===== src/hdl/simd_fmt_pkg.sv =====
/*
 * constants for the packed-integer instruction format decoder and the
 * saturation / extension datapath.
 * assumes: one core clock domain, no software-visible registers.
 */
package simd_fmt_pkg;

	// ------------------------------------------------------------
	// encoding bytes
	// ------------------------------------------------------------
	localparam logic [7:0] ESCAPE_BYTE     = 8'h0f;
	localparam logic [7:0] OPC_EMPTY_STATE = 8'h77;
	localparam logic [7:0] OPC_MOVD_TO_PK  = 8'h6e;
	localparam logic [7:0] OPC_MOVD_FROM_PK = 8'h7e;
	localparam logic [7:0] OPC_MOVQ_TO_PK  = 8'h6f;
	localparam logic [7:0] OPC_MOVQ_FROM_PK = 8'h7f;
	localparam logic [7:0] OPC_PACK_SSWB   = 8'h63;
	localparam logic [7:0] OPC_PACK_SSDW   = 8'h6b;
	localparam logic [7:0] OPC_PACK_USWB   = 8'h67;
	// digit-form shift group with immediate byte
	localparam logic [7:0] OPC_SHIFT_W_IMM = 8'h71;
	localparam logic [7:0] OPC_SHIFT_D_IMM = 8'h72;
	localparam logic [7:0] OPC_SHIFT_Q_IMM = 8'h73;

	// ------------------------------------------------------------
	// modrm field positions
	// ------------------------------------------------------------
	localparam int MODRM_MOD_HI = 7;
	localparam int MODRM_MOD_LO = 6;
	localparam int MODRM_REG_HI = 5;
	localparam int MODRM_REG_LO = 3;
	localparam int MODRM_RM_HI  = 2;
	localparam int MODRM_RM_LO  = 0;
	localparam logic [1:0] MOD_REGISTER = 2'b11;
	localparam logic [2:0] RM_SIB       = 3'b100;
	localparam logic [2:0] RM_DISP32    = 3'b101;
	localparam logic [1:0] MOD_DISP8    = 2'b01;
	localparam logic [1:0] MOD_DISP32   = 2'b10;

	// ------------------------------------------------------------
	// tag word values
	// ------------------------------------------------------------
	localparam logic [15:0] TAG_ALL_EMPTY = 16'hffff;
	localparam logic [15:0] TAG_ALL_VALID = 16'h0000;
	localparam logic [15:0] TAG_RESET     = 16'hffff;

	// ------------------------------------------------------------
	// saturation bounds
	// ------------------------------------------------------------
	localparam logic [7:0]  S8_MIN  = 8'h80;
	localparam logic [7:0]  S8_MAX  = 8'h7f;
	localparam logic [15:0] S16_MIN = 16'h8000;
	localparam logic [15:0] S16_MAX = 16'h7fff;
	localparam logic [7:0]  U8_MAX  = 8'hff;
	localparam logic [15:0] U16_MAX = 16'hffff;

	// element size and arithmetic flavour
	typedef enum logic [1:0] {
		ELEM_BYTE  = 2'b00,
		ELEM_WORD  = 2'b01,
		ELEM_DWORD = 2'b10,
		ELEM_QWORD = 2'b11
	} elem_size_t;

	typedef enum logic [1:0] {
		ARITH_WRAP  = 2'b00,
		ARITH_SSAT  = 2'b01,
		ARITH_USAT  = 2'b10
	} arith_mode_t;

	// clamp selector for the datapath
	typedef enum logic [2:0] {
		CLAMP_S16_TO_S8 = 3'b000,
		CLAMP_S32_TO_S16 = 3'b001,
		CLAMP_S16_TO_U8 = 3'b010,
		CLAMP_RES_S8    = 3'b011,
		CLAMP_RES_S16   = 3'b100,
		CLAMP_RES_U8    = 3'b101,
		CLAMP_RES_U16   = 3'b110,
		CLAMP_NONE      = 3'b111
	} clamp_sel_t;

	// widening selector
	typedef enum logic [1:0] {
		WIDEN_ZERO = 2'b00,
		WIDEN_SIGN = 2'b01,
		WIDEN_PASS = 2'b10
	} widen_sel_t;

endpackage : simd_fmt_pkg


===== src/hdl/simd_clamp_unit.sv =====
/*
 * saturation, clamping and widening of one 64-bit datapath word.
 * assumes: purely combinational, caller registers the result.
 */
`timescale 1ns/1ps

module simd_clamp_unit (
	input  wire logic [63:0]               wide_i,
	input  wire simd_fmt_pkg::clamp_sel_t  clamp_sel_i,
	input  wire simd_fmt_pkg::widen_sel_t  widen_sel_i,
	input  wire logic [5:0]                src_bits_i,
	output logic      [63:0]               result_o
);

	// ------------------------------------------------------------
	// clamp helpers: input is two's complement at 64 bits
	// ------------------------------------------------------------
	function automatic logic [15:0] clamp_signed(input logic signed [63:0] v,
	                                              input logic is_word);
		logic signed [63:0] lo;
		logic signed [63:0] hi;
		lo = is_word ? -64'sd32768 : -64'sd128;
		hi = is_word ? 64'sd32767 : 64'sd127;
		if (v < lo) begin
			clamp_signed = is_word ? simd_fmt_pkg::S16_MIN : {8'h00, simd_fmt_pkg::S8_MIN};
		end else if (v > hi) begin
			clamp_signed = is_word ? simd_fmt_pkg::S16_MAX : {8'h00, simd_fmt_pkg::S8_MAX};
		end else begin
			clamp_signed = is_word ? v[15:0] : {8'h00, v[7:0]};
		end
	endfunction : clamp_signed

	// unsigned bound: all zeros below, all ones above the width
	function automatic logic [15:0] clamp_unsigned(input logic signed [63:0] v,
	                                                input logic is_word);
		logic signed [63:0] hi;
		hi = is_word ? 64'sd65535 : 64'sd255;
		if (v < 64'sd0) begin
			clamp_unsigned = 16'h0000;
		end else if (v > hi) begin
			clamp_unsigned = is_word ? simd_fmt_pkg::U16_MAX : {8'h00, simd_fmt_pkg::U8_MAX};
		end else begin
			clamp_unsigned = is_word ? v[15:0] : {8'h00, v[7:0]};
		end
	endfunction : clamp_unsigned

	// sign-extended views of the source for the narrowing forms
	wire logic signed [63:0] s16_view = {{48{wide_i[15]}}, wide_i[15:0]};
	wire logic signed [63:0] s32_view = {{32{wide_i[31]}}, wide_i[31:0]};
	wire logic signed [63:0] res_view = wide_i;

	// widening: mask to source width then fill
	wire logic [63:0] low_mask = (src_bits_i == 6'd0) ? {64{1'b1}} : ~({64{1'b1}} << src_bits_i);
	wire logic [5:0]  sign_pos = src_bits_i - 6'd1;
	wire logic        sign_bit = (src_bits_i == 6'd0) ? 1'b0 : wide_i[sign_pos];
	wire logic [63:0] zext     = wide_i & low_mask;
	wire logic [63:0] sext     = zext | (sign_bit ? ~low_mask : 64'h0);

	logic [63:0] clamp_out;

	// clamp selection
	always_comb begin
		clamp_out = 64'h0;
		unique case (clamp_sel_i)
			simd_fmt_pkg::CLAMP_S16_TO_S8:  clamp_out = {48'h0, clamp_signed(s16_view, 1'b0)};
			simd_fmt_pkg::CLAMP_S32_TO_S16: clamp_out = {48'h0, clamp_signed(s32_view, 1'b1)};
			simd_fmt_pkg::CLAMP_S16_TO_U8:  clamp_out = {48'h0, clamp_unsigned(s16_view, 1'b0)};
			simd_fmt_pkg::CLAMP_RES_S8:     clamp_out = {48'h0, clamp_signed(res_view, 1'b0)};
			simd_fmt_pkg::CLAMP_RES_S16:    clamp_out = {48'h0, clamp_signed(res_view, 1'b1)};
			simd_fmt_pkg::CLAMP_RES_U8:     clamp_out = {48'h0, clamp_unsigned(res_view, 1'b0)};
			simd_fmt_pkg::CLAMP_RES_U16:    clamp_out = {48'h0, clamp_unsigned(res_view, 1'b1)};
			simd_fmt_pkg::CLAMP_NONE: begin
				unique case (widen_sel_i)
					simd_fmt_pkg::WIDEN_ZERO: clamp_out = zext;
					simd_fmt_pkg::WIDEN_SIGN: clamp_out = sext;
					default:                  clamp_out = wide_i;
				endcase
			end
		endcase
	end

	assign result_o = clamp_out;

endmodule : simd_clamp_unit


===== src/hdl/simd_modrm_split.sv =====
/*
 * splits a modrm byte and works out which address bytes follow it.
 * assumes: 32-bit addressing, combinational, caller sequences bytes.
 */
`timescale 1ns/1ps

module simd_modrm_split (
	input  wire logic [7:0] modrm_i,
	output logic      [1:0] mod_o,
	output logic      [2:0] reg_o,
	output logic      [2:0] rm_o,
	output logic            is_reg_o,
	output logic            has_sib_o,
	output logic      [2:0] disp_len_o
);

	// field extraction
	assign mod_o = modrm_i[simd_fmt_pkg::MODRM_MOD_HI:simd_fmt_pkg::MODRM_MOD_LO];
	assign reg_o = modrm_i[simd_fmt_pkg::MODRM_REG_HI:simd_fmt_pkg::MODRM_REG_LO];
	assign rm_o  = modrm_i[simd_fmt_pkg::MODRM_RM_HI:simd_fmt_pkg::MODRM_RM_LO];
	assign is_reg_o = (mod_o == simd_fmt_pkg::MOD_REGISTER);

	// every addressing mode, sib included; the disp32 after a sib with base 101 and mod 00 is left to the caller
	assign has_sib_o = !is_reg_o && (rm_o == simd_fmt_pkg::RM_SIB);
	assign disp_len_o = (mod_o == simd_fmt_pkg::MOD_DISP8) ? 3'd1 :
	                    (mod_o == simd_fmt_pkg::MOD_DISP32) ? 3'd4 :
	                    (mod_o == 2'b00 && rm_o == simd_fmt_pkg::RM_DISP32) ? 3'd4 : 3'd0;

endmodule : simd_modrm_split


===== src/hdl/simd_format_decoder.sv =====
/*
 * byte-serial format decoder for packed-integer instructions plus the
 * saturation datapath and the tag word it owns.
 * assumes: fetch presents instruction bytes one per cycle in memory
 * order with valid/ready; the address unit sees every sib/disp byte.
 */
// Overview of operation
// - every instruction opens with escape 0f; all but empty-state carry modrm
// - non-transfer results go to packed regs; transfers may use integer regs
// - memory operands accept every addressing mode including sib
// - right operand is source, left is destination, result overwrites destination
// - memory address points at the least significant byte
// - condition flags stay unchanged by every packed instruction
// - digit forms use only r/m; reg field extends the opcode
// - register forms take one operand from reg and one from r/m
// - immediate byte follows opcode, modrm and sib; it is always zero-extended
// - signed immediate byte spans -128 to +127
// - 32-bit source is low half or mem32; 64-bit is full or mem64
// - zero widening fills upper bits with zeros, passes equal size
// - sign widening replicates sign bit, passes equal size
// - signed word to signed byte clamps to 0x80 and 0x7f
// - signed dword to signed word clamps to 0x8000 and 0x7fff
// - signed word to unsigned byte clamps to 0x00 and 0xff
// - signed byte result saturation clamps to -128 and 127
// - signed word result saturation clamps to 0x8000 and 0x7fff
// - unsigned byte result saturation clamps to zero and 0xff
// - unsigned word result saturation clamps to zero and 0xffff
// - decode wraparound, signed and unsigned saturation and all element sizes
// - opcode bytes are consumed in memory order
// - empty-state loads tag word all ones; others load all zeros
`timescale 1ns/1ps

module simd_format_decoder (
	input  wire logic                        sys_clk_i,
	input  wire logic                        rst_n_i,
	// instruction byte stream
	input  wire logic [7:0]                  byte_i,
	input  wire logic                        byte_valid_i,
	output logic                             byte_ready_o,
	// decoded instruction
	output logic                             dec_valid_o,
	output logic      [7:0]                  dec_opcode_o,
	output logic                             dec_illegal_o,
	output logic      [2:0]                  dec_dst_reg_o,
	output logic      [2:0]                  dec_src_reg_o,
	output logic                             dec_src_is_mem_o,
	output logic                             dec_src_is_imm_o,
	output logic                             dec_int_side_o,
	output logic                             dec_to_packed_o,
	output logic      [2:0]                  dec_ext_digit_o,
	output logic                             dec_src_is32_o,
	output logic      [63:0]                 dec_imm_o,
	output simd_fmt_pkg::elem_size_t         dec_elem_o,
	output simd_fmt_pkg::arith_mode_t        dec_arith_o,
	output logic                             dec_flags_we_o,
	output logic                             dec_mem_lsb_o,
	output logic      [15:0]                 tag_word_o,
	// saturation datapath
	input  wire logic [63:0]                 dp_value_i,
	input  wire simd_fmt_pkg::clamp_sel_t    dp_clamp_i,
	input  wire simd_fmt_pkg::widen_sel_t    dp_widen_i,
	input  wire logic [5:0]                  dp_src_bits_i,
	output logic      [63:0]                 dp_result_o
);

	// ------------------------------------------------------------
	// sequencer states
	// ------------------------------------------------------------
	typedef enum logic [2:0] {
		ST_ESCAPE = 3'b000,
		ST_OPCODE = 3'b001,
		ST_MODRM  = 3'b010,
		ST_SIB    = 3'b011,
		ST_DISP   = 3'b100,
		ST_IMM    = 3'b101,
		ST_DONE   = 3'b110
	} dec_state_t;

	dec_state_t  state_q, state_d;
	logic [7:0]  opcode_q;
	logic [7:0]  modrm_q;
	logic [2:0]  disp_left_q;
	logic [7:0]  imm_q;
	logic        illegal_q;
	logic [15:0] tag_q;
	logic [63:0] dp_q;

	wire logic take = byte_valid_i && byte_ready_o;

	// ------------------------------------------------------------
	// opcode classes
	// ------------------------------------------------------------
	wire logic op_empty = (opcode_q == simd_fmt_pkg::OPC_EMPTY_STATE);
	wire logic op_digit = (opcode_q == simd_fmt_pkg::OPC_SHIFT_W_IMM)
	                   || (opcode_q == simd_fmt_pkg::OPC_SHIFT_D_IMM)
	                   || (opcode_q == simd_fmt_pkg::OPC_SHIFT_Q_IMM);
	wire logic op_movd  = (opcode_q == simd_fmt_pkg::OPC_MOVD_TO_PK)
	                   || (opcode_q == simd_fmt_pkg::OPC_MOVD_FROM_PK);
	wire logic op_from  = (opcode_q == simd_fmt_pkg::OPC_MOVD_FROM_PK)
	                   || (opcode_q == simd_fmt_pkg::OPC_MOVQ_FROM_PK);
	wire logic op_xfer  = op_movd || op_from || (opcode_q == simd_fmt_pkg::OPC_MOVQ_TO_PK);
	// low opcode bits pick the element size
	wire logic [1:0] low2 = opcode_q[1:0];
	wire logic [3:0] hi4  = opcode_q[7:4];

	wire logic [1:0] m_mod;
	wire logic [2:0] m_reg;
	wire logic [2:0] m_rm;
	wire logic       m_is_reg;
	wire logic [2:0] m_disp;

	// modrm split
	simd_modrm_split u_modrm (
		.modrm_i    (modrm_q),
		.mod_o      (m_mod),
		.reg_o      (m_reg),
		.rm_o       (m_rm),
		.is_reg_o   (m_is_reg),
		.has_sib_o  (),
		.disp_len_o (m_disp)
	);

	wire logic       in_sib;
	wire logic [2:0] in_disp;
	// the same split on the arriving byte picks the next state
	simd_modrm_split u_modrm_in (
		.modrm_i    (byte_i),
		.mod_o      (),
		.reg_o      (),
		.rm_o       (),
		.is_reg_o   (),
		.has_sib_o  (in_sib),
		.disp_len_o (in_disp)
	);
	// sib with base 101 and mod 00 still brings a 32-bit displacement
	wire logic sib_disp = (m_mod == 2'b00) && (byte_i[2:0] == simd_fmt_pkg::RM_DISP32);
	wire dec_state_t after_addr = op_digit ? ST_IMM : ST_DONE;

	// next state: strict byte order escape, opcode, modrm, sib, disp, imm
	always_comb begin
		state_d = state_q;
		unique case (state_q)
			ST_ESCAPE: if (take) state_d = ST_OPCODE;
			ST_OPCODE: if (take) state_d = (byte_i == simd_fmt_pkg::OPC_EMPTY_STATE) ? ST_DONE : ST_MODRM;
			ST_MODRM:  if (take) state_d = in_sib ? ST_SIB : (in_disp != 3'd0) ? ST_DISP : after_addr;
			ST_SIB:    if (take) state_d = ((m_disp != 3'd0) || sib_disp) ? ST_DISP : after_addr;
			ST_DISP:   if (take && disp_left_q == 3'd1) state_d = after_addr;
			ST_IMM:    if (take) state_d = ST_DONE;
			ST_DONE:   state_d = ST_ESCAPE;
			default:   state_d = ST_ESCAPE;
		endcase
	end

	// sequencer registers
	always_ff @(posedge sys_clk_i) begin
		if (!rst_n_i) begin
			state_q     <= ST_ESCAPE;
			opcode_q    <= 8'h00;
			modrm_q     <= 8'h00;
			disp_left_q <= 3'd0;
			imm_q       <= 8'h00;
			illegal_q   <= 1'b0;
		end else begin
			state_q <= state_d;
			if (take && state_q == ST_ESCAPE) illegal_q <= (byte_i != simd_fmt_pkg::ESCAPE_BYTE);
			if (take && state_q == ST_OPCODE) opcode_q <= byte_i;
			if (take && state_q == ST_MODRM) modrm_q <= byte_i;
			if (take && state_q == ST_MODRM) disp_left_q <= in_disp;
			if (take && state_q == ST_SIB && sib_disp) disp_left_q <= 3'd4;
			if (take && state_q == ST_DISP) disp_left_q <= disp_left_q - 3'd1;
			if (take && state_q == ST_IMM) imm_q <= byte_i;
		end
	end

	// stall input while presenting a result; one byte per cycle otherwise
	assign byte_ready_o = (state_q != ST_DONE);

	// ------------------------------------------------------------
	// tag word: only legal, completed instructions touch it
	// ------------------------------------------------------------
	always_ff @(posedge sys_clk_i) begin
		if (!rst_n_i) begin
			tag_q <= simd_fmt_pkg::TAG_RESET;
		end else if (state_q == ST_DONE && !illegal_q) begin
			tag_q <= op_empty ? simd_fmt_pkg::TAG_ALL_EMPTY : simd_fmt_pkg::TAG_ALL_VALID;
		end
	end

	// ------------------------------------------------------------
	// operand routing
	// ------------------------------------------------------------
	// reg field is the packed side; r/m is the other, to-forms put it on the right
	wire logic [2:0] dst_sel = op_digit ? m_rm : (op_from ? m_rm : m_reg);
	wire logic [2:0] src_sel = op_digit ? m_rm : (op_from ? m_reg : m_rm);
	// shift counts are unsigned; nothing else here takes an immediate byte
	wire logic imm_signed = 1'b0;
	wire logic [63:0] imm_ext = imm_signed ? {{56{imm_q[7]}}, imm_q} : {56'h0, imm_q};

	// element size and arithmetic flavour from the opcode row
	wire logic is_pack = (opcode_q == simd_fmt_pkg::OPC_PACK_SSWB)
	                  || (opcode_q == simd_fmt_pkg::OPC_PACK_SSDW)
	                  || (opcode_q == simd_fmt_pkg::OPC_PACK_USWB);
	wire logic row_sat = (hi4 == 4'hd || hi4 == 4'he) && (opcode_q[3:2] == 2'b10
	                  || opcode_q[3:2] == 2'b11);
	wire simd_fmt_pkg::arith_mode_t arith =
		(opcode_q == simd_fmt_pkg::OPC_PACK_USWB) ? simd_fmt_pkg::ARITH_USAT :
		is_pack ? simd_fmt_pkg::ARITH_SSAT :
		(row_sat && hi4 == 4'hd) ? simd_fmt_pkg::ARITH_USAT :
		row_sat ? simd_fmt_pkg::ARITH_SSAT : simd_fmt_pkg::ARITH_WRAP;
	wire simd_fmt_pkg::elem_size_t elem =
		(opcode_q == simd_fmt_pkg::OPC_PACK_SSDW) ? simd_fmt_pkg::ELEM_DWORD :
		is_pack ? simd_fmt_pkg::ELEM_WORD :
		op_movd ? simd_fmt_pkg::ELEM_DWORD :
		op_xfer ? simd_fmt_pkg::ELEM_QWORD :
		simd_fmt_pkg::elem_size_t'(low2);

	// decoded outputs, held while the result is presented
	assign dec_valid_o      = (state_q == ST_DONE);
	assign dec_opcode_o     = opcode_q;
	assign dec_illegal_o    = illegal_q;
	assign dec_dst_reg_o    = dst_sel;
	assign dec_src_reg_o    = src_sel;
	assign dec_src_is_mem_o = !op_empty && !m_is_reg;
	assign dec_src_is_imm_o = op_digit;
	assign dec_int_side_o   = op_movd;
	assign dec_to_packed_o  = !op_from;
	assign dec_ext_digit_o  = op_digit ? m_reg : 3'd0;
	assign dec_src_is32_o   = op_movd;
	assign dec_imm_o        = imm_ext;
	assign dec_elem_o       = elem;
	assign dec_arith_o      = arith;
	assign dec_flags_we_o   = 1'b0;
	assign dec_mem_lsb_o    = !op_empty && !m_is_reg;
	assign tag_word_o       = tag_q;

	// ------------------------------------------------------------
	// saturation datapath, registered one cycle
	// ------------------------------------------------------------
	wire logic [63:0] clamp_res;

	simd_clamp_unit u_clamp (
		.wide_i      (dp_value_i),
		.clamp_sel_i (dp_clamp_i),
		.widen_sel_i (dp_widen_i),
		.src_bits_i  (dp_src_bits_i),
		.result_o    (clamp_res)
	);

	always_ff @(posedge sys_clk_i) begin
		if (!rst_n_i) begin
			dp_q <= 64'h0;
		end else begin
			dp_q <= clamp_res;
		end
	end

	assign dp_result_o = dp_q;

endmodule : simd_format_decoder


===== config.mk =====
export PLATFORM = sky130hd
export DESIGN_NAME = simd_format_decoder
export DESIGN_NICKNAME = d
export VERILOG_FILES = /design/src/hdl/simd_fmt_pkg.sv /design/src/hdl/simd_clamp_unit.sv /design/src/hdl/simd_modrm_split.sv /design/src/hdl/simd_format_decoder.sv
export SDC_FILE = /design/constraint.sdc
export NUM_CORES = 1
export LEC_CHECK = 0
export BUFFER_PORTS_ARGS = -buffer_cell sky130_fd_sc_hd__buf_2
export CORE_MARGIN = 8
export CORE_UTILIZATION = 35
export DETAILED_ROUTE_END_ITERATION = 10
export GPL_TIMING_DRIVEN = 0
export PLACE_DENSITY = 0.56
export SYNTH_ARGS = -nofsm -noshare
export SYNTH_HDL_FRONTEND = slang
export SYNTH_HIERARCHICAL = 1
export SYNTH_SLANG_ARGS = --single-unit

===== constraint.sdc =====
create_clock -name sys_clk_i -period 7.85 [get_ports sys_clk_i]
set_clock_uncertainty 0.2 [all_clocks]
set_input_delay 1.1775 -clock sys_clk_i [delete_from_list [all_inputs] [get_ports sys_clk_i]]
set_output_delay 1.1775 -clock sys_clk_i [all_outputs]
set_load 0.1 [all_outputs]

# Yosys cells after proc, flatten, opt, wreduce, memory -nomap -nowiden
# Index checks and enable logic that the tools add are counted.
# totals
register_bits,111
in_bits,86
output_inout_bits,175
elab_cells,176
# op_classes
add_sub_neg,2
order_cmp,14
n_eq_ne,48
shift,1
muxes,56
bitwise_logic,4
reduce_logical,43
# op_table
cell,count
one-hot mux 64 bit (8 select lines),1
two-way mux 16 bit,11
two-way mux 64 bit,2
NOT 64 bit,2
one-hot mux 64 bit (2 select lines),1
== test 8 x 7 -> 1 bit (second input constant),12
two-way mux 3 bit,22
AND 64 bit,1
greater-than comparator 64 x 16 -> 1 bit (second input constant),1
greater-than comparator 64 x 17 -> 1 bit (second input constant),1
greater-than comparator 64 x 8 -> 1 bit (second input constant),1
greater-than comparator 64 x 9 -> 1 bit (second input constant),1
< comparator 64 x 1 -> 1 bit (second input constant),1
< comparator 64 x 16 -> 1 bit (second input constant),1
< comparator 64 x 8 -> 1 bit (second input constant),1
bitwise OR 64 bit,1
<< shifter 64 x 6 -> 64 bit (first input constant),1
greater-than comparator 32 x 16 -> 1 bit (second input constant),1
< comparator 32 x 16 -> 1 bit (second input constant),1
two-way mux 8 bit,4
== test 3 bit (second input constant),10
two-way mux 2 bit,10
one-hot mux 3 bit (6 select lines),1
logical AND 1 bit,17
24 further kinds,63

# Depth between registers and ports, before layout
# Gate-level depths: netlist (run 1).
# depth
depth_word,10
ltp_mapped,15
mapped_depth_nobuf,11

# Modules after synthesis
# Netlist (run 1), hierarchy kept.
# modules_own_cells
module,n_inst,cells_per_inst,area_each_um2,seq_area_each_um2
simd_format_decoder,1,439,4081.4,1921.8
simd_clamp_unit,1,473,3025.4,0.0
simd_modrm_split,2,16,120.1,0.0

# Worst setup path after synthesis (run 1)
# No wires, ideal clock.
# synth_timing
kind,flip-flop to output port
from,"reg opcode_q[3], in the netlist dec_opcode_o[3]"
to,out dec_src_is32_o
t_arrival_ns,4.993
t_required_ns,6.472
path_slack_ns,1.480
stages_incl_launch_ff,5
n_path_buf,2
cell_sequence,dfxtp_1 -> clkbuf_1 -> nand2_1 -> nor4_1 -> buf_4
# synth_via
elab_chain_cells,2
elab_cells_between_ends,3
cone_classes,eq/ne: 2; reduce/logical: 1
# synth_lines
item,line_no,text
start: declaration,simd_format_decoder.sv:80,logic [7:0] opcode_q;
start signal: assignment,simd_format_decoder.sv:166,if (take && state_q == ST_OPCODE) opcode_q <= byte_i;
"== test 8 x 7 -> 1 bit, on equally long branches","simd_format_decoder.sv:97, simd_format_decoder.sv:98",
logical OR 1 bit (*),simd_format_decoder.sv:98,|| (opcode_q == simd_fmt_pkg::OPC_MOVD_FROM_PK);
end: declaration,simd_format_decoder.sv:51,"output logic dec_src_is32_o,"
# Mark *: on every way between the ends. The rest lies on a longest branch, timed or not.

# Worst setup path after layout (run 1)
# layout_timing
from,in dp_src_bits_i[0]
to,"reg dp_q[3], in the netlist dp_result_o[3]"
# layout_via
elab_chain_cells,8
elab_cells_between_ends,14
cone_classes,add/sub: 1; shift: 1; mux: 7; bitwise: 4; reduce/logical: 1
# layout_lines
item,line_no,text
start: declaration,simd_format_decoder.sv:62,"input wire logic [5:0] dp_src_bits_i,"
subtractor 6 x 1 -> 6 bit / << shifter 64 x 6 -> 64 bit (equally long branches),"simd_clamp_unit.sv:54, simd_clamp_unit.sv:53",
binary-select mux 1 bit (select 6 bit) / NOT 64 bit (equally long branches),"simd_clamp_unit.sv:55, simd_clamp_unit.sv:53",
two-way mux 1 bit (not written as such) / two-way mux 64 bit (equally long branches),"simd_clamp_unit.sv:55, simd_clamp_unit.sv:53",
two-way mux 1 bit / NOT 64 bit (equally long branches),"simd_clamp_unit.sv:55, simd_clamp_unit.sv:57",
two-way mux 64 bit,simd_clamp_unit.sv:57,wire logic [63:0] sext = zext | (sign_bit ? ~low_mask : 64'h0);
bitwise OR 64 bit,simd_clamp_unit.sv:57,
one-hot mux 64 bit (2 select lines) (*),simd_clamp_unit.sv:73,unique case (widen_sel_i)
one-hot mux 64 bit (8 select lines) (*),simd_clamp_unit.sv:64,unique case (clamp_sel_i)
named net clamp_res[3],simd_format_decoder.sv:239,wire logic [63:0] clamp_res;
end signal: assignment,simd_format_decoder.sv:253,dp_q <= clamp_res;
end: declaration,simd_format_decoder.sv:86,logic [63:0] dp_q;
# Mark *: on every way through the listed nets, which the timed path passes. The rest lies on a longest branch. The select of a mux whose other input is x is not followed.
# A chain may end at the register's enable or synchronous reset.

==> impl_metrics.ini, run 1 <==
[drt]
drt-total-wl_mm = 28.8
drc_errors = 0
vias = 7748
drt_iter0_markers = 750
ant_nets = 0
dr.pass1.iters = 5
drt-vias-per-instance = 5.24
post_drt_wl_per_cell_um = 19.5

[layout]
n_fill_cell = 2154
syn_to_final_growth_pct = 25.4
finalNetCount = 1294
drive_gt1_share_pct = 29.9
final_cell_mix = 207 x buf_2, 120 x nand2_1, 96 x dfxtp_1
final_cells = 1479
multi_input_area_um2 = 4560
ff_latch_area_um2 = 1920
final_common_cell = buf_2

[setup_path]
startpoint_type = input pin
path_common_cell = buf_6
crit_fanout = 10
crit_family = compound AO/OA/AOI/OAI gates
slowest_stage = o41ai_1
criticalPathCategory = in -> reg
critical_path.max_stage_delay_ns = 0.57
critical_path.cell_chain = buf_2 -> buf_4 -> buf_6 -> inv_1 -> ha_1 -> buf_6 -> buf_12 -> mux2i_1 -> mux4_2 -> nor3b_1 -> nand4b_4 -> a32oi_4 -> nand4_4 -> o41ai_1 -> and2_1
worst-path-buf-inv = 6
critPathArrivalTime_ns = 4.74
endpoint_kind = register
required_ns = 7.95

[min_path]
hold_class = reg -> reg

[timing]
fin_tns_setup_ns = 0
maxSlewHeadroom_pct = 41.1
fin_crit_ns = 4.65
slew_violations = 0
setup_ws_ns = 3.20
worstMarginPinSlew_ns = 0.877
rsz0062_at_grt = no
fin_crit_sh_pct = 59.2
final_hold_viol_count = 0
setup_viol = 0
max_freq_mhz = 215

[cts]
cts_tree = done
cts.sinks = 96
clock_latency_ns = 0.35
post_cts_buffers = 0
postCtsHoldBufs = 0
cts-htree-levels = 3
cts_buffer_depth = 2
ctsResizeCount = 0
clk_pin_slew_ns = 0.07
numCtsBuffers = 9
cts_root_buffer = clkbuf_16

[flow_run]
maxCapViolations = 0

[power]
p_leak_nw = 4.12
ir_drop_mv = 0.0926
power_density_nw_per_um2 = 166
power.total_mw = 1.51

[global_route]
grt_pass1_vias = 7671
grt_overflow = 0
antenna_found_initial = 1
globalRouteTotalUtil_pct = 21.7
grt_max_degree = 18
grt_first_pass_wirelength_mm = 44.1

[placement]
gp_congestion = 0.955
place_hpwl_mm = 23.2
dp_cells = 1461
dpl_worst_slack_ns = 2.87
portBuffers = 200

[floorplanning]
initial_core_util_pct = 35.8
core_region_area_um2 = 20300
die_y_um = 160
dieArea_um2 = 25600
std_cell_rows = 52
num_io_pins = 261
die_width_um = 160

[yosys]
syn_avg_cell_area_um2 = 7.78
syn_inst = 935
yosys_warnings = 6
synth_area_um2 = 7270

[outcome]
outcome = completed
## path summary, 6_finish.rpt
kind,from,endpoint,slack (ns),cells past startpoint
hold / removal,imm_q[4]$_SDFFE_PN0P_,imm_q[4]$_SDFFE_PN0P_,0.26,2
setup reg to reg,state_q[0]$_SDFFE_PN0P_,dec_opcode_o[5]$_SDFFE_PN0P_,5.95,5
hold reg to reg,imm_q[4]$_SDFFE_PN0P_,imm_q[4]$_SDFFE_PN0P_,0.26,2
setup / recovery,dp_src_bits_i[0],dp_result_o[3]$_SDFF_PN0_,3.20,15
## stage by stage
step | util [%] | cell area (um2) | hold slack (ns)
finish | 44.9 | 9120 | 0.262
global route | 44.9 | 9110 | 0.286
CTS | 44.9 | 9110 | 0.266
detailed placement | 43.5 | 8820 | 0.257
global placement | 43.5 | 8820 | 0.256
floorplan | - | 7480 | 0.244
## flip-flops by register name, summed over array words and instances (netlist names)
name           count
tag_word_o         1
dec_opcode_o       8
modrm_q            8
dp_result_o       64
state_q            3
disp_left_q        3
dec_illegal_o      1
imm_q              8
## worst reg2reg max path, cell delays in order (launching register included)
cell and delay (ns):
dfxtp_1 0.39, buf_4 0.19, nand2_1 0.08, nor3_1 0.68, nand2_1 0.12, a21boi_0 0.17
## layout make-up
type,instances,share of cell area [%]
Multi-Input combinational cell,733,50.0
Antenna cell,2,0.0549
Clock buffer,11,2.77
Sequential cell,96,21.1
Buffer,140,10.0
Inverter,22,0.906
Timing Repair Buffer,200,11.0
Clock inverter,5,0.425
Tap cell,270,3.71
## per-layer routing
layer | vias to the layer above | GRT usage (%) | wire, um
met5 | - | 0 | 0
li1 | 3728 | - | -
met1 | 3587 | 28.2 | 12800
met4 | 0 | 7.01 | 682
met2 | 389 | 34.3 | 12900
met3 | 44 | 5.73 | 2440
## power breakdown
part	total, mW	switching, mW	internal [mW]
registers	0.515	0.0107	0.504
logic	0.563	0.420	0.143
clock network	0.433	0.199	0.234
total	1.51	0.630	0.881
Note: power is estimated with default switching activity, not from simulation.
==> run 2, diff against run 1 <==
==> constraint.sdc (replaced) <==
create_clock -name sys_clk_i -period 4.4 [get_ports sys_clk_i]
set_clock_uncertainty 0.2 [all_clocks]
set_input_delay 0.66 -clock sys_clk_i [delete_from_list [all_inputs] [get_ports sys_clk_i]]
set_output_delay 0.66 -clock sys_clk_i [all_outputs]
set_load 0.1 [all_outputs]
==> run 2 against run 1 <==
Compared with the run above: via count increased by 0.65%; design area grew 0.55%; worst setup slack worse by 2.9 ns; die area stayed put; critical path depth is 1 higher; first-iteration DRC count grew 3.1%; global-route usage increased by 0.36 points; clock-buffer cell count down 1; sequential cell count is the same; non-clock buffer count unchanged; sequential share of layout area down 0.12 points; critical path type unchanged; critical endpoint is now dp_result_o[35]$_SDFF_PN0_; largest power group unchanged.
==> impl_metrics.ini, run 2 (synthesis results as in run 1) <==
[power]
p_int_mw = 1.67
power_frac_clock_pct = 31.2
power_density_nw_per_um2 = 305
seqPwrFrac_pct = 32.8
p_switching_mw = 1.13
ir_drop_mv = 0.165
combPwrFrac_pct = 36.0
sw_frac_of_total_pct = 40.3
power.total_mw = 2.80
p_leak_nw = 4.14

[timing]
rsz0062_at_grt = no
fin_crit_ns = 4.06
fin_tns_setup_ns = 0
final_hold_viol_count = 0
setup_viol = 0
max_freq_mhz = 246
worstMarginPinSlew_ns = 0.864
maxSlewHeadroom_pct = 42.2
fin_crit_sh_pct = 92.3
slew_violations = 0

[cts]
cts_buffer_depth = 2
post_cts_buffers = 0
cts.sinks = 96
numCtsBuffers = 9
cts_tree = done
ctsResizeCount = 0
cts_root_buffer = clkbuf_16
clk_pin_slew_ns = 0.07
cts-htree-levels = 3
clock_latency_ns = 0.35
postCtsHoldBufs = 0

[drt]
vias = 7798
post_drt_wl_per_cell_um = 19.8
drc_errors = 0
drt-vias-per-instance = 5.28
drt-total-wl_mm = 29.3
ant_nets = 0
drt_iter0_markers = 773
dr.pass1.iters = 5

[layout]
final_cell_mix = 207 x buf_2, 120 x nand2_1, 96 x dfxtp_1
finalNetCount = 1294
drive_gt1_share_pct = 30.0
largest_register_ff_count = 64
final_common_cell = buf_2
syn_to_final_growth_pct = 26.1

[setup_path]
crit_cells = 16
slowest_stage = mux4_2
required_ns = 4.50
worst-path-buf-inv = 7
crit_end = dp_result_o[35]$_SDFF_PN0_
rrSetupSlack_ns = 2.45
critical_path.max_stage_delay_ns = 0.47
cp-startpoint = dp_src_bits_i[0]
startpoint_type = input pin
criticalPathCategory = in -> reg
critical_path.cell_chain = buf_2 -> buf_4 -> buf_6 -> inv_1 -> ha_1 -> buf_6 -> buf_12 -> mux2i_1 -> mux4_2 -> nor3b_1 -> nand4b_4 -> a32oi_4 -> nand3_2 -> buf_2 -> mux2i_1 -> and2_1
crit_family = buffers and inverters
crit_fanout = 10
timing.rr.end = state_q[1]$_SDFFE_PN0P_
r2r_start = modrm_q[7]$_SDFFE_PN0P_
reg2regPathDepth = 5
critPathArrivalTime_ns = 4.16
endpoint_kind = register

[placement]
gp_congestion = 0.937
portBuffers = 200
place_hpwl_mm = 23.3

[global_route]
grt_pass1_vias = 7575
grt_max_degree = 18
grt_first_pass_wirelength_mm = 44.7
grt_overflow = 0
antenna_found_initial = 1
globalRouteTotalUtil_pct = 22.1

[min_path]
min_from = imm_q[2]$_SDFFE_PN0P_
hold_class = reg -> reg
min_path_cells = 2

[floorplanning]
core_region_area_um2 = 20300
initial_core_util_pct = 35.8
die_y_um = 160
std_cell_rows = 52
num_io_pins = 261
die_width_um = 160
dieArea_um2 = 25600

[flow_run]
maxCapViolations = 0

[outcome]
outcome = completed
==> run 2: stage by stage <==
stage / area, um2 / setup WS, ns / instances / utilization (%) / hold slack, ns
detailed placement: 8840 / -0.0313 / 1461 / 43.5 / 0.260
finish: 9170 / 0.337 / 1478 / 45.2 / 0.264
global placement: 8840 / -0.0488 / 1461 / 43.5 / 0.250
CTS: 9170 / 0.322 / 1477 / 45.1 / 0.269
global route: 9170 / 0.136 / 1478 / 45.2 / 0.289
floorplan: 7500 / -0.0323 / 991 / - / 0.244
==> run 2: power groups by stage <==
stage	Combinational [mW]	Clock, mW	Sequential (mW)
after floorplan	0.592	0	1.12
after global placement	0.995	0	0.938
after detailed placement	0.993	0	0.939
after CTS	0.996	0.899	0.919
after global routing	1.06	0.936	0.923
final	1.01	0.873	0.919
==> run 2: how the worst min path moves through the flow <==
| stage | end | slack, ns |
|---|---|---|
| 2_1_floorplan | modrm_q[3]$_SDFFE_PN0P_ | 0.24 |
| 3_3_place_gp | imm_q[1]$_SDFFE_PN0P_ | 0.25 |
| 3_5_place_dp | imm_q[2]$_SDFFE_PN0P_ | 0.26 |
| 4_1_cts | imm_q[2]$_SDFFE_PN0P_ | 0.27 |
| 5_1_grt | imm_q[6]$_SDFFE_PN0P_ | 0.29 |
| 6_report | imm_q[2]$_SDFFE_PN0P_ | 0.26 |
==> run 2: metal layers <==
| layer | routed length (um) | vias up | part of all wire [%] | global-route usage, % |
|---|---|---|---|---|
| met5 | 0 | - | 0 | 0 |
| met4 | 811 | 0 | 2.8 | 7.65 |
| met3 | 2920 | 44 | 10 | 5.99 |
| li1 | - | 3721 | - | - |
| met2 | 13100 | 418 | 45 | 34.4 |
| met1 | 12500 | 3615 | 43 | 28.8 |
==> run 2: worst register-to-register path: cells and delay by family, from the launching register on <==
kind,cells,cell delay [ns]
AOI/OAI and AO/OA,3,0.66
and+or+nand+nor,2,0.59
DFF,1,0.40
==> run 2: cell type report <==
type / instances / area [um2]
fill: 2174 / 11100
antenna: 1 / 2.50
tap: 270 / 338
multi-input combinational: 733 / 4580
clock buffer: 10 / 239
clock inverter: 6 / 90.1
buffer: 140 / 916
timing repair buffer: 200 / 1000
inverter: 22 / 82.6
sequential: 96 / 1920
==> run 3, diff against run 2 <==
--- a/config.mk
+++ b/config.mk
@@ -11,6 +11,7 @@
 export DETAILED_ROUTE_END_ITERATION = 10
 export GPL_TIMING_DRIVEN = 0
 export PLACE_DENSITY = 0.56
+export RECOVER_POWER = 25
 export SYNTH_ARGS = -nofsm -noshare
 export SYNTH_HDL_FRONTEND = slang
 export SYNTH_HIERARCHICAL = 1
==> run 3 against run 2 <==
Compared with the run above: via count increased by 0.29%; critical path type unchanged; final cell count unchanged; design area shrank 0.66%; first-iteration DRC count down 0.65%; largest cell class unchanged; critical path depth did not move.
==> impl_metrics.ini, run 3 (synthesis results as in run 1) <==
[timing]
fin_crit_ns = 4.06
max_freq_mhz = 246
setup_viol = 0
worstMarginPinSlew_ns = 1.24
fin_crit_sh_pct = 92.4
fin_tns_setup_ns = 0
rsz0062_at_grt = no
setup_ws_ns = 0.336
final_hold_viol_count = 0
maxSlewHeadroom_pct = 17.9
slew_violations = 0

[placement]
dpl_worst_slack_ns = -0.0313
portBuffers = 200
gp_congestion = 0.937
place_hpwl_mm = 23.3

[power]
p_int_mw = 1.67
p_leak_nw = 3.96
combPwrFrac_pct = 35.9
ir_drop_mv = 0.164
sw_frac_of_total_pct = 40.3
power_frac_clock_pct = 31.1
seqPwrFrac_pct = 32.9
p_switching_mw = 1.13
power_density_nw_per_um2 = 307

[setup_path]
slowest_stage = mux4_2
critPathArrivalTime_ns = 4.16
critical_path.cell_chain = buf_2 -> buf_4 -> buf_6 -> inv_1 -> ha_1 -> buf_6 -> buf_12 -> mux2i_1 -> mux4_2 -> nor3b_1 -> nand4b_4 -> a32oi_4 -> nand3_2 -> buf_2 -> mux2i_1 -> and2_1
endpoint_kind = register
startpoint_type = input pin
crit_fanout = 10
required_ns = 4.49
criticalPathCategory = in -> reg
critical_path.max_stage_delay_ns = 0.47

[drt]
drt_iter0_markers = 768
drc_errors = 0
drt-vias-per-instance = 5.29
post_drt_wl_per_cell_um = 19.8
ant_nets = 0
vias = 7821
drt-total-wl_mm = 29.3
dr.pass1.iters = 5

[layout]
largest_register_ff_count = 64
final_cell_mix = 167 x buf_2, 120 x nand2_1, 96 x dfxtp_1
final_common_cell = buf_2
syn_to_final_growth_pct = 25.2
finalNetCount = 1294
utilization_pct = 44.9
drive_gt1_share_pct = 26.5

[cts]
postCtsHoldBufs = 0
post_cts_buffers = 0
cts-htree-levels = 3
cts_tree = done
clk_pin_slew_ns = 0.07
numCtsBuffers = 9
ctsResizeCount = 0
cts_root_buffer = clkbuf_16
cts.sinks = 96
clock_latency_ns = 0.35
cts_buffer_depth = 2

[outcome]
outcome = completed

[global_route]
grt_first_pass_wirelength_mm = 44.7
grt_pass1_vias = 7575
grt_overflow = 0
antenna_found_initial = 1
globalRouteTotalUtil_pct = 22.1
grt_max_degree = 18

[min_path]
hold_class = reg -> reg

[floorplanning]
initial_core_util_pct = 35.8
die_width_um = 160
num_io_pins = 261
die_y_um = 160
dieArea_um2 = 25600
core_region_area_um2 = 20300
std_cell_rows = 52

[flow_run]
maxCapViolations = 0
==> run 3: changes by cell type in the layout (fill, tap and decap cells not counted), sizes merged <==
cell    delta
clkbuf    +42
buf       -42
==> run 3: final timing paths <==
path / from / end / slack (ns) / cells after the start
hold / removal: imm_q[2]$_SDFFE_PN0P_ / imm_q[2]$_SDFFE_PN0P_ / 0.27 / 2
hold reg to reg: imm_q[2]$_SDFFE_PN0P_ / imm_q[2]$_SDFFE_PN0P_ / 0.27 / 2
setup / recovery: dp_src_bits_i[0] / dp_result_o[35]$_SDFF_PN0_ / 0.34 / 16
setup reg to reg: state_q[0]$_SDFFE_PN0P_ / dec_opcode_o[6]$_SDFFE_PN0P_ / 2.29 / 5
==> run 3: cell type report <==
class | count | area (um2)
Fill cell | 2189 | 11200
Multi-Input combinational cell | 733 | 4570
Sequential cell | 96 | 1920
Timing Repair Buffer | 200 | 951
Buffer | 140 | 912
Tap cell | 270 | 338
Clock buffer | 10 | 239
Clock inverter | 6 | 90.1
Inverter | 22 | 82.6
Antenna cell | 1 | 2.50
==> run 3: worst max-delay path: cells and delay by family <==
family / cells / cell delay, ns
AOI/OAI and AO/OA: 1 / 0.28
muxes: 3 / 0.82
and+or+nand+nor: 4 / 0.84
adders and majority gates: 1 / 0.32
buffers and inverters: 7 / 1.22
==> run 3: metal layers <==
layer | share of wire (%) | vias up | track usage (%)
met5 | 0 | - | 0
met4 | 2.9 | 0 | 7.65
met3 | 9.6 | 53 | 5.99
met2 | 45 | 443 | 34.4
met1 | 43 | 3595 | 28.8
li1 | - | 3730 | -
==> run 3: stage by stage <==
| stage | cells | area, um2 | hold slack (ns) | power (mW) |
|---|---|---|---|---|
| after global placement | 1461 | 8840 | 0.250 | 1.93 |
| final | 1478 | 9110 | 0.267 | 2.79 |
| after global routing | 1478 | 9110 | 0.289 | 2.91 |
| after floorplan | 991 | 7500 | 0.244 | 1.71 |
| after CTS | 1477 | 9170 | 0.269 | 2.81 |
| after detailed placement | 1461 | 8840 | 0.260 | 1.93 |
==> run 3: power by group through the flow <==
stage	combinational [mW]	sequential, mW	clock [mW]
floorplan	0.592	1.12	0
global placement	0.995	0.938	0
detailed placement	0.993	0.939	0
CTS	0.996	0.919	0.899
global route	1.05	0.923	0.936
finish	1.00	0.919	0.870
